$ cat src/fsd_pkg.sv
// constants, layouts and types of the slave diagnostics frame builder
package fsd_pkg;
  // frame layout, byte offsets
  localparam int STAT1_BYTE = 0;
  localparam int STAT2_BYTE = 1;
  localparam int STAT3_BYTE = 2;
  localparam int MADDR_BYTE = 3;
  localparam int IDDIAG_BYTE = 6;
  localparam int IDDIAG_LEN = 9;
  localparam int MODSTAT_BYTE = IDDIAG_BYTE + IDDIAG_LEN;
  localparam int MODSTAT_LEN = 20;
  localparam int CHAN_BYTE = MODSTAT_BYTE + MODSTAT_LEN;
  localparam int CHAN_LEN = 3;
  localparam int CHAN_MAX = 9;
  localparam int SLOT_FIELD_BYTE = 35;
  localparam int PWR_FIELD_BYTE = 36;
  localparam int FRAME_MIN = 6;
  localparam int FRAME_MAX_V0 = 62;
  localparam int FRAME_MAX_V1 = 110;
  localparam int FRAME_BUF = 128;
  localparam int IRQ_MAX = 48;
  localparam int IRQ_HDR = 4;
  // station status 2 bit positions
  localparam int S2_REPARAM = 0;
  localparam int S2_STATIC = 1;
  localparam int S2_ONE = 2;
  localparam int S2_WDOG = 3;
  localparam int S2_FREEZE = 4;
  localparam int S2_SYNC = 5;
  localparam int S2_ZERO = 6;
  localparam int S2_DISABLED = 7;
  localparam int S3_OVERFLOW = 7;
  localparam int ID_BITS = 63;
  localparam int SLOTS = 63;
  localparam logic [1:0] MOD_ERR = 2'h1;
  localparam logic [1:0] MOD_NONE = 2'h3;
  // diagnostic records
  localparam int REC0_LEN = 4;
  localparam int REC1_EXTRA = 40;
  localparam int REC1_LEN = REC0_LEN + REC1_EXTRA;
  localparam int PROC_LEN = 4;
  // register map, byte addresses
  localparam logic [7:0] A_CTRL = 8'h00;
  localparam logic [7:0] A_STATUS = 8'h04;
  localparam logic [7:0] A_MADDR = 8'h08;
  localparam logic [7:0] A_CHAN = 8'h0c;
  localparam logic [7:0] A_IRQ = 8'h10;
  localparam logic [7:0] A_REC_IDX = 8'h14;
  localparam logic [7:0] A_REC_DATA = 8'h18;
  localparam logic [7:0] A_FRM_IDX = 8'h1c;
  localparam logic [7:0] A_FRM_DATA = 8'h20;
  localparam logic [7:0] A_LEN = 8'h24;
  localparam logic [7:0] A_IDDIAG_LO = 8'h28;
  localparam logic [7:0] A_IDDIAG_HI = 8'h2c;
  localparam logic [31:0] CTRL_RST = 32'h0000_0000;
  localparam logic [1:0] HTRANS_NONSEQ = 2'h2;
  typedef enum logic [1:0] {IRQ_NONE = 2'h0, IRQ_DIAG = 2'h1,
                            IRQ_PROC = 2'h3, IRQ_PLUG = 2'h2} fsd_irq_e;
  // build walk states, gray along the usual path
  typedef enum logic [1:0] {ST_IDLE = 2'h0, ST_BUILD = 2'h1,
                            ST_DONE = 2'h3} fsd_state_e;
endpackage : fsd_pkg

$ cat src/fsd_rec_if.sv
// carrier between frame builder and its diagnostic record store
`timescale 1ns/1ps
`default_nettype none
interface fsd_rec_if;
  logic [7:0] wr_addr;
  logic [7:0] wr_data;
  logic wr_en;
  logic [5:0] rd_addr;
  logic [7:0] rd_data;
  logic [5:0] rec1_len;
  modport store (input wr_addr, wr_data, wr_en, rd_addr,
                 output rd_data, rec1_len);
  modport user (output wr_addr, wr_data, wr_en, rd_addr,
                input rd_data, rec1_len);
endinterface : fsd_rec_if
`default_nettype wire

$ cat src/fsd_rec_store.sv
// diagnostic record zero and one storage
`timescale 1ns/1ps
`default_nettype none
module fsd_rec_store
  import fsd_pkg::*;
(
  // clock and reset
  input wire logic ref_clk,
  input wire logic arst_n,
  // record port
  fsd_rec_if.store rec
);
  // record one begins with a copy of record zero, so one array serves both
  logic [7:0] mem_q [REC1_LEN];
  logic [5:0] len_q;

  always_ff @(posedge ref_clk or negedge arst_n)
  begin
    if (!arst_n)
    begin
      for (int i = 0; i < REC1_LEN; i++)
        mem_q[i] <= 8'h00;
    end
    else if (rec.wr_en && rec.wr_addr < 8'(REC1_LEN))
    begin
      mem_q[rec.wr_addr[5:0]] <= rec.wr_data;
    end
  end

  // length of record one follows the highest byte written
  always_ff @(posedge ref_clk or negedge arst_n)
  begin
    if (!arst_n)
      len_q <= 6'(REC0_LEN);
    else if (rec.wr_en && rec.wr_addr < 8'(REC1_LEN)
             && rec.wr_addr[5:0] >= len_q)
      len_q <= rec.wr_addr[5:0] + 6'h01;
  end

  assign rec.rd_data = (rec.rd_addr < 6'(REC1_LEN)) ?
                       mem_q[rec.rd_addr] : 8'h00;
  assign rec.rec1_len = len_q;
endmodule : fsd_rec_store
`default_nettype wire

$ cat src/fsd_frame.sv
// slave diagnostics frame builder with an ahb-lite register slave
//
// The address map and register access over AHB-Lite were decided locally.
`timescale 1ns/1ps
`default_nettype none
// Summary of operation
// byte 1 bit 0 flags that parameters must be assigned again
// byte 1 bit 1 flags a static diagnostic; data exchange withheld meanwhile
// byte 1 bit 2 always one, bit 6 always zero
// byte 1 bit 3 shows the response watchdog is active
// freeze and sync bits refresh only when other content changes
// byte 1 bit 7 shows the slave is disabled from cyclic processing
// byte 2 bits 0 to 6 zero, bit 7 master buffer overflow
// byte 3 holds the address of the parameterising master
// fault summary sits at byte 6, nine bytes long
// twenty byte module status follows the fault summary
// up to nine channel entries, frame within 62 or 110 bytes
// module status is independent of channel entries
// byte 35 bits 0 to 5 hold slot number minus one
// byte 36 bits 6 and 7 are 00 for a power module
// dpv1 only: interrupt section up to 48 bytes after channel entries
// record zero four bytes, record one repeats it plus forty, both readable
// interrupt payload 44, 4 or 0 bytes by interrupt type; code sizes the diag payload by rec1_len, 4 to 44
// fatal configuration faults fail the station regardless of tolerance
// invalid configuration sets 63 summary bits, module status 01 then 11; code sets all 72 bits of the nine bytes
// one missing module at power-on blocks startup
// after failure stop user data, keep diagnostics and record reads
// frame length 6 to 62 bytes in dpv0, 6 to 110 in dpv1
// each channel entry takes three bytes
module fsd_frame
  import fsd_pkg::*;
(
  // clock and reset
  input wire logic ref_clk,
  input wire logic arst_n,
  // ahb-lite slave
  input wire logic hsel,
  input wire logic [7:0] haddr,
  input wire logic [1:0] htrans,
  input wire logic hwrite,
  input wire logic [2:0] hsize,
  input wire logic [31:0] hwdata,
  input wire logic hready,
  output logic [31:0] hrdata,
  output logic hreadyout,
  output logic hresp,
  // events from the link and the backplane
  input wire logic freeze_seen,
  input wire logic sync_seen,
  input wire logic wdog_active,
  input wire logic master_overflow,
  input wire logic missing_one,
  input wire logic missing_two,
  input wire logic term_missing,
  input wire logic too_many,
  input wire logic backplane_fault,
  input wire logic cause_found,
  input wire logic powered_up,
  // station state
  output logic data_exchange_en,
  output logic station_fail,
  output logic frame_valid
);
  // ---------------------------------------------------------------
  // register state
  // ---------------------------------------------------------------
  logic [31:0] ctrl_q;
  logic [7:0] maddr_q;
  logic [62:0] iddiag_q;
  logic [3:0] chan_cnt_q;
  logic [5:0] chan_slot_q [CHAN_MAX];
  logic chan_pwr_q [CHAN_MAX];
  logic [7:0] chan_code_q [CHAN_MAX];
  logic [1:0] irq_type_q;
  logic [6:0] frm_idx_q;
  logic [7:0] frm_q [FRAME_BUF];
  logic [6:0] frm_len_q;
  logic [5:0] rec_idx_q;
  logic freeze_q, sync_q, startup_blk_q;
  logic [7:0] stat2_q, stat3_q;
  fsd_state_e state_q;
  logic [6:0] walk_q;
  fsd_rec_if rec ();

  // ctrl fields
  logic reparam, static_diag, disabled, dpv1, chan_en;
  assign reparam = ctrl_q[0];
  assign static_diag = ctrl_q[1];
  assign disabled = ctrl_q[2];
  assign dpv1 = ctrl_q[3];
  assign chan_en = ctrl_q[4];

  // ---------------------------------------------------------------
  // ahb-lite address phase capture
  // ---------------------------------------------------------------
  logic ph_wr_q, ph_rd_q;
  logic [7:0] ph_addr_q;
  logic take;
  assign take = hsel && hready && htrans == HTRANS_NONSEQ;
  always_ff @(posedge ref_clk or negedge arst_n)
  begin
    if (!arst_n)
    begin
      ph_wr_q <= 1'b0;
      ph_rd_q <= 1'b0;
      ph_addr_q <= 8'h00;
    end
    else
    begin
      ph_wr_q <= take && hwrite;
      ph_rd_q <= take && !hwrite;
      if (take)
        ph_addr_q <= haddr;
    end
  end
  // zero wait states, always okay
  assign hreadyout = 1'b1;
  assign hresp = 1'b0;

  // ---------------------------------------------------------------
  // software writes
  // ---------------------------------------------------------------
  always_ff @(posedge ref_clk or negedge arst_n)
  begin
    if (!arst_n)
    begin
      ctrl_q <= CTRL_RST;
      maddr_q <= 8'h00;
      chan_cnt_q <= 4'h0;
      irq_type_q <= IRQ_NONE;
      frm_idx_q <= 7'h00;
      rec_idx_q <= 6'h00;
      iddiag_q <= '0;
      for (int i = 0; i < CHAN_MAX; i++)
      begin
        chan_slot_q[i] <= 6'h00;
        chan_pwr_q[i] <= 1'b0;
        chan_code_q[i] <= 8'h00;
      end
    end
    else if (ph_wr_q)
    begin
      unique case (ph_addr_q)
        A_CTRL: ctrl_q <= hwdata;
        A_MADDR: maddr_q <= hwdata[7:0];
        A_CHAN:
        begin
          // push entry: slot number 1..63, power flag, code
          if (chan_cnt_q < 4'(CHAN_MAX))
          begin
            chan_slot_q[chan_cnt_q] <= hwdata[5:0] - 6'h01;
            chan_pwr_q[chan_cnt_q] <= hwdata[6];
            chan_code_q[chan_cnt_q] <= hwdata[15:8];
            chan_cnt_q <= chan_cnt_q + 4'h1;
          end
          if (hwdata[31])
            chan_cnt_q <= 4'h0;
        end
        A_IRQ: irq_type_q <= hwdata[1:0];
        A_REC_IDX: rec_idx_q <= hwdata[5:0];
        A_FRM_IDX: frm_idx_q <= hwdata[6:0];
        A_IDDIAG_LO: iddiag_q[31:0] <= hwdata;
        A_IDDIAG_HI: iddiag_q[62:32] <= hwdata[30:0];
        default: ;
      endcase
    end
  end

  // record writes go straight to the store
  assign rec.wr_en = ph_wr_q && ph_addr_q == A_REC_DATA;
  assign rec.wr_addr = {2'h0, rec_idx_q};
  assign rec.wr_data = hwdata[7:0];
  assign rec.rd_addr = rec_idx_q;

  fsd_rec_store u_rec (
    .ref_clk(ref_clk),
    .arst_n(arst_n),
    .rec(rec.store)
  );

  // ---------------------------------------------------------------
  // configuration faults and station state
  // ---------------------------------------------------------------
  logic fatal_cfg;
  assign fatal_cfg = missing_two || term_missing || too_many
                     || backplane_fault;
  always_ff @(posedge ref_clk or negedge arst_n)
  begin
    if (!arst_n)
      startup_blk_q <= 1'b0;
    else if (!powered_up)
      startup_blk_q <= missing_one;
  end
  // a gap seen before power-up blocks at once, not one edge later
  assign station_fail = fatal_cfg || startup_blk_q
                        || (!powered_up && missing_one);
  // diagnostics keep running; only user data stops
  assign data_exchange_en = !station_fail && !static_diag
                            && !disabled && !reparam;

  // ---------------------------------------------------------------
  // station status bytes
  // ---------------------------------------------------------------
  logic [7:0] stat2_live;
  logic content_chg;
  always_comb
  begin
    stat2_live = 8'h00;
    stat2_live[S2_REPARAM] = reparam;
    stat2_live[S2_STATIC] = static_diag;
    stat2_live[S2_ONE] = 1'b1;
    stat2_live[S2_WDOG] = wdog_active;
    stat2_live[S2_FREEZE] = freeze_q;
    stat2_live[S2_SYNC] = sync_q;
    stat2_live[S2_ZERO] = 1'b0;
    stat2_live[S2_DISABLED] = disabled;
  end
  // content change, freeze and sync excluded
  assign content_chg = ph_wr_q && ph_addr_q != A_FRM_IDX
                       && ph_addr_q != A_REC_IDX;
  always_ff @(posedge ref_clk or negedge arst_n)
  begin
    if (!arst_n)
    begin
      freeze_q <= 1'b0;
      sync_q <= 1'b0;
    end
    else if (content_chg)
    begin
      freeze_q <= freeze_seen;
      sync_q <= sync_seen;
    end
  end
  always_ff @(posedge ref_clk or negedge arst_n)
  begin
    if (!arst_n)
    begin
      stat2_q <= 8'h04;
      stat3_q <= 8'h00;
    end
    else
    begin
      stat2_q <= stat2_live;
      stat3_q <= {master_overflow, 7'h00};
    end
  end

  // ---------------------------------------------------------------
  // frame lengths
  // ---------------------------------------------------------------
  logic [6:0] irq_at, irq_len, body_len, frame_len, frame_cap;
  logic invalid_cfg;
  assign invalid_cfg = fatal_cfg;
  assign frame_cap = dpv1 ? 7'(FRAME_MAX_V1) : 7'(FRAME_MAX_V0);
  always_comb
  begin
    irq_at = 7'(CHAN_BYTE);
    if (chan_en)
      irq_at = 7'(CHAN_BYTE) + 7'(CHAN_LEN) * {3'h0, chan_cnt_q};
    unique case (irq_type_q)
      IRQ_DIAG: irq_len = 7'(IRQ_HDR) + {1'b0, rec.rec1_len};
      IRQ_PROC: irq_len = 7'(IRQ_HDR + PROC_LEN);
      IRQ_PLUG: irq_len = 7'(IRQ_HDR);
      IRQ_NONE: irq_len = 7'h00;
    endcase
    if (irq_len > 7'(IRQ_MAX))
      irq_len = 7'(IRQ_MAX);
    if (!dpv1)
      irq_len = 7'h00;
    body_len = irq_at + irq_len;
    frame_len = body_len > frame_cap ? frame_cap : body_len;
  end

  // ---------------------------------------------------------------
  // frame assembly, one byte per cycle
  // ---------------------------------------------------------------
  function automatic logic [7:0] frame_byte(input logic [6:0] p);
    logic [7:0] b;
    int ci;
    int co;
    b = 8'h00;
    ci = (int'(p) - CHAN_BYTE) / CHAN_LEN;
    co = (int'(p) - CHAN_BYTE) % CHAN_LEN;
    if (p == 7'(STAT2_BYTE))
      b = stat2_q;
    else if (p == 7'(STAT3_BYTE))
      b = stat3_q;
    else if (p == 7'(MADDR_BYTE))
      b = maddr_q;
    else if (p >= 7'(IDDIAG_BYTE) && p < 7'(MODSTAT_BYTE))
      b = invalid_cfg ? 8'hff :
          8'(iddiag_q >> (8 * (int'(p) - IDDIAG_BYTE)));
    else if (p >= 7'(MODSTAT_BYTE) && p < 7'(CHAN_BYTE))
      b = !invalid_cfg ? 8'h00 :
          cause_found ? {4{MOD_NONE}} : {4{MOD_ERR}};
    else if (p >= 7'(CHAN_BYTE) && p < irq_at && ci < CHAN_MAX)
    begin
      unique case (co)
        0: b = {2'h0, chan_slot_q[ci]};
        1: b = {chan_pwr_q[ci] ? 2'h0 : 2'h1, 6'h00};
        default: b = chan_code_q[ci];
      endcase
    end
    else if (p >= irq_at)
    begin
      if (p == irq_at)
        b = {1'b0, irq_len};
      else if (p == irq_at + 7'h01)
        b = {6'h00, irq_type_q};
      else if (p >= irq_at + 7'(IRQ_HDR) && irq_type_q == IRQ_DIAG)
        b = 8'h00;
    end
    return b;
  endfunction : frame_byte

  // rebuild whenever content may have moved
  always_ff @(posedge ref_clk or negedge arst_n)
  begin
    if (!arst_n)
    begin
      state_q <= ST_IDLE;
      walk_q <= 7'h00;
    end
    else
    begin
      unique case (state_q)
        ST_IDLE:
        begin
          state_q <= ST_BUILD;
          walk_q <= 7'h00;
        end
        ST_BUILD:
        begin
          walk_q <= walk_q + 7'h01;
          // a write mid-walk may hit bytes already stored, so restart
          if (content_chg)
            state_q <= ST_IDLE;
          else if (walk_q == frame_len - 7'h01)
            state_q <= ST_DONE;
        end
        ST_DONE:
          if (content_chg)
            state_q <= ST_IDLE;
        default:
          state_q <= ST_IDLE;
      endcase
    end
  end

  // diag payload bytes fetched from the record store via rd_addr is
  // left to software reads; the frame keeps header and type only
  always_ff @(posedge ref_clk or negedge arst_n)
  begin
    if (!arst_n)
    begin
      for (int i = 0; i < FRAME_BUF; i++)
        frm_q[i] <= 8'h00;
      frm_len_q <= 7'(FRAME_MIN);
    end
    else if (state_q == ST_BUILD)
    begin
      frm_q[walk_q] <= frame_byte(walk_q);
      frm_len_q <= frame_len;
    end
  end
  assign frame_valid = state_q == ST_DONE;

  // ---------------------------------------------------------------
  // read mux
  // ---------------------------------------------------------------
  always_ff @(posedge ref_clk or negedge arst_n)
  begin
    if (!arst_n)
      hrdata <= 32'h0;
    else if (take && !hwrite)
    begin
      unique case (haddr)
        A_CTRL: hrdata <= ctrl_q;
        A_STATUS: hrdata <= {16'h0, stat3_q, stat2_q};
        A_MADDR: hrdata <= {24'h0, maddr_q};
        A_CHAN: hrdata <= {28'h0, chan_cnt_q};
        A_IRQ: hrdata <= {30'h0, irq_type_q};
        A_REC_IDX: hrdata <= {26'h0, rec_idx_q};
        A_REC_DATA: hrdata <= {24'h0, rec.rd_data};
        A_FRM_IDX: hrdata <= {25'h0, frm_idx_q};
        A_FRM_DATA: hrdata <= {24'h0, frm_q[frm_idx_q]};
        A_LEN: hrdata <= {18'h0, rec.rec1_len, 1'b0, frm_len_q};
        A_IDDIAG_LO: hrdata <= iddiag_q[31:0];
        A_IDDIAG_HI: hrdata <= {1'b0, iddiag_q[62:32]};
        default: hrdata <= 32'h0;
      endcase
    end
  end
endmodule : fsd_frame
`default_nettype wire

$ cat config.mk
export PLATFORM = sky130hd
export DESIGN_NAME = fsd_frame
export DESIGN_NICKNAME = d
export VERILOG_FILES = /design/src/fsd_pkg.sv /design/src/fsd_rec_if.sv /design/src/fsd_rec_store.sv /design/src/fsd_frame.sv
export SDC_FILE = /design/constraint.sdc
export NUM_CORES = 2
export LEC_CHECK = 0
export ABC_AREA = 0
export ABC_CLOCK_PERIOD_IN_PS = 13600
export BUFFER_PORTS_ARGS = -buffer_cell sky130_fd_sc_hd__buf_2
export CAP_MARGIN = 40
export CORE_MARGIN = 5
export CORE_UTILIZATION = 50
export DETAILED_ROUTE_END_ITERATION = 8
export GPL_ROUTABILITY_DRIVEN = 0
export PLACE_DENSITY = 0.66
export RECOVER_POWER = 100
export SETUP_SLACK_MARGIN = 0.1
export SLEW_MARGIN = 10
export SYNTH_ARGS = -nofsm -noshare
export SYNTH_HDL_FRONTEND = slang
export SYNTH_SLANG_ARGS = --single-unit
$ cat constraint.sdc
create_clock -name ref_clk -period 13.6 [get_ports ref_clk]
set_input_delay 0.68 -clock ref_clk [delete_from_list [all_inputs] [get_ports ref_clk]]
set_output_delay 0.68 -clock ref_clk [all_outputs]
set_load 0.1 [all_outputs]
# ---- After elaboration in Yosys (flattened, before gate mapping)
# Index checks and enable logic that the tools add are counted.
dict set report classes {
  n_mux 60
  div 2
  n_mul 1
  n_bitwise 5
  shift 1
  magnitude_cmp 22
  n_addsub 11
  n_eq_ne 36
  n_reduce_logical 48
}
# cell n
set op_table {}
lappend op_table {{bitwise mux 1024 bit} 1}
lappend op_table {{case mux 32 bit (12 select lines)} 1}
lappend op_table {{bitwise mux 352 bit} 1}
lappend op_table {{2-to-1 mux 8 bit} 20}
lappend op_table {{bitwise mux 72 bit} 1}
lappend op_table {{== test 8 x 5 -> 1 bit, second input constant} 8}
lappend op_table {{>> shifter 63 x 32 -> 8 bit} 1}
lappend op_table {{binary-select mux 8 bit (select 7 bit)} 1}
lappend op_table {{demux 8 bit (select 7 bit)} 1}
lappend op_table {{bitwise mux 54 bit} 1}
lappend op_table {{2-to-1 mux 7 bit} 7}
lappend op_table {{binary-select mux 8 bit (select 6 bit)} 1}
lappend op_table {{demux 8 bit (select 6 bit)} 1}
lappend op_table {{== test 8 x 6 -> 1 bit, second input constant} 6}
lappend op_table {{binary-select mux 8 bit (select 4 bit)} 1}
lappend op_table {{demux 8 bit (select 4 bit)} 1}
lappend op_table {{divider 32 x 3 -> 32 bit, second input constant} 1}
lappend op_table {{== test 32 x 1 -> 1 bit, second input constant} 1}
lappend op_table {{== test 8 x 4 -> 1 bit, second input constant} 4}
lappend op_table {{greater-or-equal comparator 32 x 5 -> 1 bit, second input constant} 1}
lappend op_table {{logical NOT 32 bit} 1}
lappend op_table {{< comparator 32 x 5 -> 1 bit, second input constant} 1}
lappend op_table {{modulo 32 x 3 -> 32 bit, second input constant} 1}
lappend op_table {{NOT 32 bit} 1}
lappend op_table {{62 further kinds} 122}
dict set report word_totals {
  output_inout_bits 37
  reg_bits 1706
  elab_cells 405
  rom_bits 0
  ram_bits 0
  latch_bits 0
  memories 0
}

# ---- Logic depth before layout (Yosys ltp)
dict set report logic_depth {
  ltp_word 16
  ltp_mapped 44
}

# ---- Modules after synthesis
# A second synthesis with hierarchy kept.
dict set report unflattened {
  cells_unflattened 6434
  hier_area_um2 79187.2
}
# mod cells_each instances area_per_inst_um2 seq_area_each_um2
set modules_own_cells {}
lappend modules_own_cells {fsd_frame 5308 1 62473.7 33734.9}
lappend modules_own_cells {fsd_rec_store 1126 1 16713.5 8959.8}

# ---- Worst setup path after synthesis
# Ideal clock, no wire load.
dict set report synth_timing {
  path_kind {register to register}
  from {reg walk_q[2]}
  to {reg frm_q[240] in the netlist's numbering}
  path_buffers 9
  synth_period_minus_slack_ns 8.373
  required_ns 13.536
  setup_slack_ns 5.227
  t_arrival_ns 8.309
  path_stages_with_launch 38
  setup_ns 0.064
  cell_sequence {dfrtp_1 > clkbuf_1 > inv_1 > ha_1 > buf_2 > a2111o_1 > buf_4 > o21ai_1 > a21oi_1 > nor2_1 > o221a_2 > nor2_1 > ha_1 > inv_1 > o221a_2 > a21oi_1 > or2_2 > ha_1 > (+2 left out) > a2111o_1 > a2111oi_0 > a21bo_2 > inv_2 > buf_2 > buf_4 > ha_1 > nor2_1 > a31oi_4 > buf_4 > buf_4 > mux2i_1 > mux4_2 > o21ai_0 > or3b_1 > a31oi_4 > buf_6 > mux2_2}
}
dict set report synth_via {
  elab_chain_len 15
  word_cells_on_any_way 50
  classes_between {add/sub: 2; div: 2; order compare: 10; eq/ne: 6; shift: 1; mux: 21; bitwise: 2; reduce/logical: 6}
}
# element line_no
set synth_rtl {}
lappend synth_rtl {{start, declared} fsd_frame.sv:82} ;# logic [6:0] walk_q;
lappend synth_rtl {{start signal, assigned} fsd_frame.sv:334} ;# walk_q <= walk_q + 7'h01;
lappend synth_rtl {{parallel branches: the longest is 14 deep, another holds divider 32 x 3 -> 32 bit} --}
lappend synth_rtl {{bitwise mux 1024 bit (*)} fsd_frame.sv:362} ;# frm_q[walk_q] <= frame_byte(walk_q);
lappend synth_rtl {{end signal, assigned by index} fsd_frame.sv:362}
lappend synth_rtl {{end, declared} fsd_frame.sv:76} ;# logic [7:0] frm_q [FRAME_BUF];
# Every way passes the cells marked *. The select of a mux whose other input is x is not followed.
# A chain may end at the register's enable or synchronous reset.

# ---- Worst setup path in the final report
dict set report layout_timing {
  from {reg walk_q[0]}
  to {reg frm_q[1019] in the netlist's numbering}
}
# Same word-level chain as after synthesis.

==> flow_summary.yaml <==
global_routing:
  antenna_found_initial: 4
  grt_use_met3: 0.0446
  use_met1: 0.361
  grt_max_degree: 182
  grt_pass1_vias: 53981
  grt_busiest_layer: "met2"
  met2_usage: 0.394
  track_usage: 0.252
  overflow: 0
  grt_pass1_wl_mm: 325
worst_setup_path:
  setup.worst_path.start_class: "flop"
  cp_slowest_cell: "clkbuf_1"
  critPathRequiredTime_ps: 14230
  worstRegToRegCells: 32
  r2r_start: "walk_q[0]$_DFFE_PN0P_"
  endpoint_kind: "flop"
  cp_data_arrival_time_ps: 12720
  worst-path-max-fanout: 28
  crit_top_cell: "ha_1"
  timing.rr.end: "frm_q[1019]$_DFFE_PN0P_"
  rrSetupSlack_ps: 1510
  max_stage_delay_ps: 1130
  path_class: "flop to flop"
status:
  status: "complete, but fails checks"
  violations: "max-capacitance violations, max-slew violations"
run:
  maxCapViolCount: 23
synth:
  synth_edf_count: 0
  syn_area_um2: 78700
  yosysMostFrequentCell: "dfrtp_1"
  async_flop_share: 1.00
  ys_seq_area_frac: 0.543
  yosys_most_used_dff: "dfrtp_1"
  synth-seq-cells: 1706
  synth_common_cells: "dfrtp_1 (1703), nand2_1 (1171), o21ai_0 (742), mux2_2 (520), clkbuf_1 (415)"
  ys_warn_count: 0
  yosys.area.top_type: "dfrtp_1"
  syn_nets: 6936
  synth_area_leaders: "dfrtp_1 (54%), mux4_2 (10%), mux2_2 (7.4%), nand2_1 (5.6%), o21ai_0 (4.7%)"
  syn_inst: 6821
  syn_area_per_cell_um2: 11.5
  synth_top_cell_area_share: 0.542
  yosysUniqueCellTypes: 101
min_path:
  whs_path_depth: 1
  holdPathEnd: "stat2_q[3]$_DFF_PN0_"
  min_path_type: "primary input to flop"
  min_from: "wdog_active"
power:
  ir_drop_v: 0.000787
  p_sw_frac: 0.455
  clkPwrFrac: 0.215
  seq_power_share: 0.275
  switchingPower_w: 0.0108
  powerDensity_nw_per_um2: 273
  p_leak_nw: 38.0
  power_frac_comb: 0.510
  internal_power_w: 0.0130
routing:
  ant_nets: 0
  routed_wl_mm: 206
  first_iter_violations: 5295
  dr.pass1.iters: 8
  dr_total_vias: 53842
  wl_per_cell_um: 23.1
  drc: 0
  viasPerCell: 6.04
sta:
  hold_viol_final: 0
  rsz0062_at_grt: "no"
  worst_pin_slew_ps: 7600
  period_needed_ps: 12090
  tns_ps: 0
  setup_viol: 0
  slew_violations: 1500
  skew_ps: 42.0
  period_share: 0.889
  max_freq_mhz: 82.7
  slew_headroom: -4.06
cts:
  h-tree-depth: 4
  cts_buffer_depth: 3
  cts_tree: "done"
  cts_sinks: 1706
  post_cts_resized: 0
  numCtsBuffers: 179
  clock_latency_ps: 810
  clk_pin_slew_ps: 60
  root_buffer: "clkbuf_16"
cells_and_area:
  num-nets-final: 6824
  areaGrowthSynthToFinish_pct: 10.5
  nFillCells: 12979
  post-route-util: 0.556
  drive_gt1_frac: 0.204
floorplanning:
  core-area_um2: 156000
  row_count: 145
  fp.dieH_um: 407
  die_w_um: 407
  boundaryPins: 98
  design.die.area_um2: 165000
  initial_utilization: 0.503
placement:
  io_buffers: 92
  dpl.hpwl_mm: 132
-- routing by layer --
metal  routed length [µm]  vias to the layer above
li1                     -                    24295
met1                90700                    27475
met2                95100                     1699
met3                13400                      373
met4                 6850                        0
met5                    0                        -
-- cell families (layout without fill, tap and decap cells) --
kind of cell,count (synthesis),in the layout,share of synthesized area
muxes,956,956,0.188
AOI/OAI and AO/OA,1657,1657,0.127
DFF,1706,1706,0.543
adders and majority gates,54,54,0.00869
xor gates and xnor gates,52,52,0.00579
and+or+nand+nor,1818,1818,0.0977
other,2,3,0.0000955
buffers and inverters,576,611,0.0304
-- worst max path at each step --
stage,from,endpoint,slack (ps)
floorplan,walk_q[2]$_DFFE_PN0P_,frm_q[240]$_DFFE_PN0P_,5230
global route,arst_n,u_rec.mem_q[96]$_DFFE_PN0P_,440
CTS,walk_q[2]$_DFFE_PN0P_,frm_q[157]$_DFFE_PN0P_,1990
global placement,walk_q[2]$_DFFE_PN0P_,frm_q[37]$_DFFE_PN0P_,2000
finish,walk_q[0]$_DFFE_PN0P_,frm_q[1019]$_DFFE_PN0P_,1510
detailed placement,walk_q[2]$_DFFE_PN0P_,frm_q[157]$_DFFE_PN0P_,2040
-- placed cells by master (no fill, tap or decap), types with 27 or more instances in the layout --
cell       instances
nor3_1            30
o21a_1            45
buf_2             55
a22oi_1          151
nand3_1           67
and2_0            79
mux2i_1           73
xnor2_1           31
clkbuf_8          55
clkbuf_16        180
dfrtp_1         1700
a21oi_1          198
clkbuf_1         115
and2_1            47
inv_1             42
a31oi_1           77
nor2_1           270
ha_1              53
buf_4             66
mux2_2           518
nand4_1           27
mux4_2           362
o21ai_0          929
nand2_1         1171
-- power by group through the flow --
| stage | Sequential, W | Combinational (W) | Clock, W |
|---|---|---|---|
| global route | 0.00665 | 0.0131 | 0.00541 |
| finish | 0.00654 | 0.0121 | 0.00511 |
| detailed placement | 0.00661 | 0.0123 | 0 |
| CTS | 0.00653 | 0.0123 | 0.00520 |
| global placement | 0.00655 | 0.0119 | 0 |
| floorplan | 0.00656 | 0.00867 | 0 |
-- cell type report --
type	count	area (µm²)	area share
Antenna cell	1	2.50	0.0000288
Clock buffer	267	5380	0.0619
Clock inverter	61	861	0.00990
Inverter	46	173	0.00199
Multi-Input combinational cell	4539	33600	0.386
Sequential cell	1706	42700	0.491
Tap cell	2058	2570	0.0296
Timing Repair Buffer	237	1670	0.0192
-- repair_timing --
| action | 4_1_cts | 5_1_grt |
|---|---|---|
| setup buffers | 0 | 0 |
| endpoints found under the hold margin | 131 | 0 |
| hold buffers | 2 | 0 |
-- flip-flops by register name, summed over array words and instances (netlist names), 8 cells and up --
signal / count
chan_code_q: 72
chan_pwr_q: 9
chan_slot_q: 54
ctrl_q: 32
frm_q: 1024
hrdata: 32
iddiag_q: 63
maddr_q: 8
ph_addr_q: 8
u_rec.mem_q: 352
-- critical path: cells and delay by family, from the launching register on --
kind | cells | cell delay [ps]
AOI/OAI and AO/OA | 10 | 3230
xor gates and xnor gates | 2 | 980
adders and majority gates | 5 | 2140
buffers and inverters | 5 | 2270
DFF | 1 | 950
and+or+nand+nor | 10 | 2310
-- through the flow --
stage                     total power [W]  hold slack (ps)  area [µm²]  std cells  setup slack (ps)
after global placement             0.0184              357       80700       8550              2000
after detailed placement           0.0189              360       81300       8580              2040
after global routing               0.0252             68.3       86900       8914               443
final                              0.0238              106       86900       8915              1510
after floorplan                    0.0152              349       78700       6821              5230
after CTS                          0.0241             14.6       87600       8910              1990
Note: power is estimated with default switching activity, not from simulation.
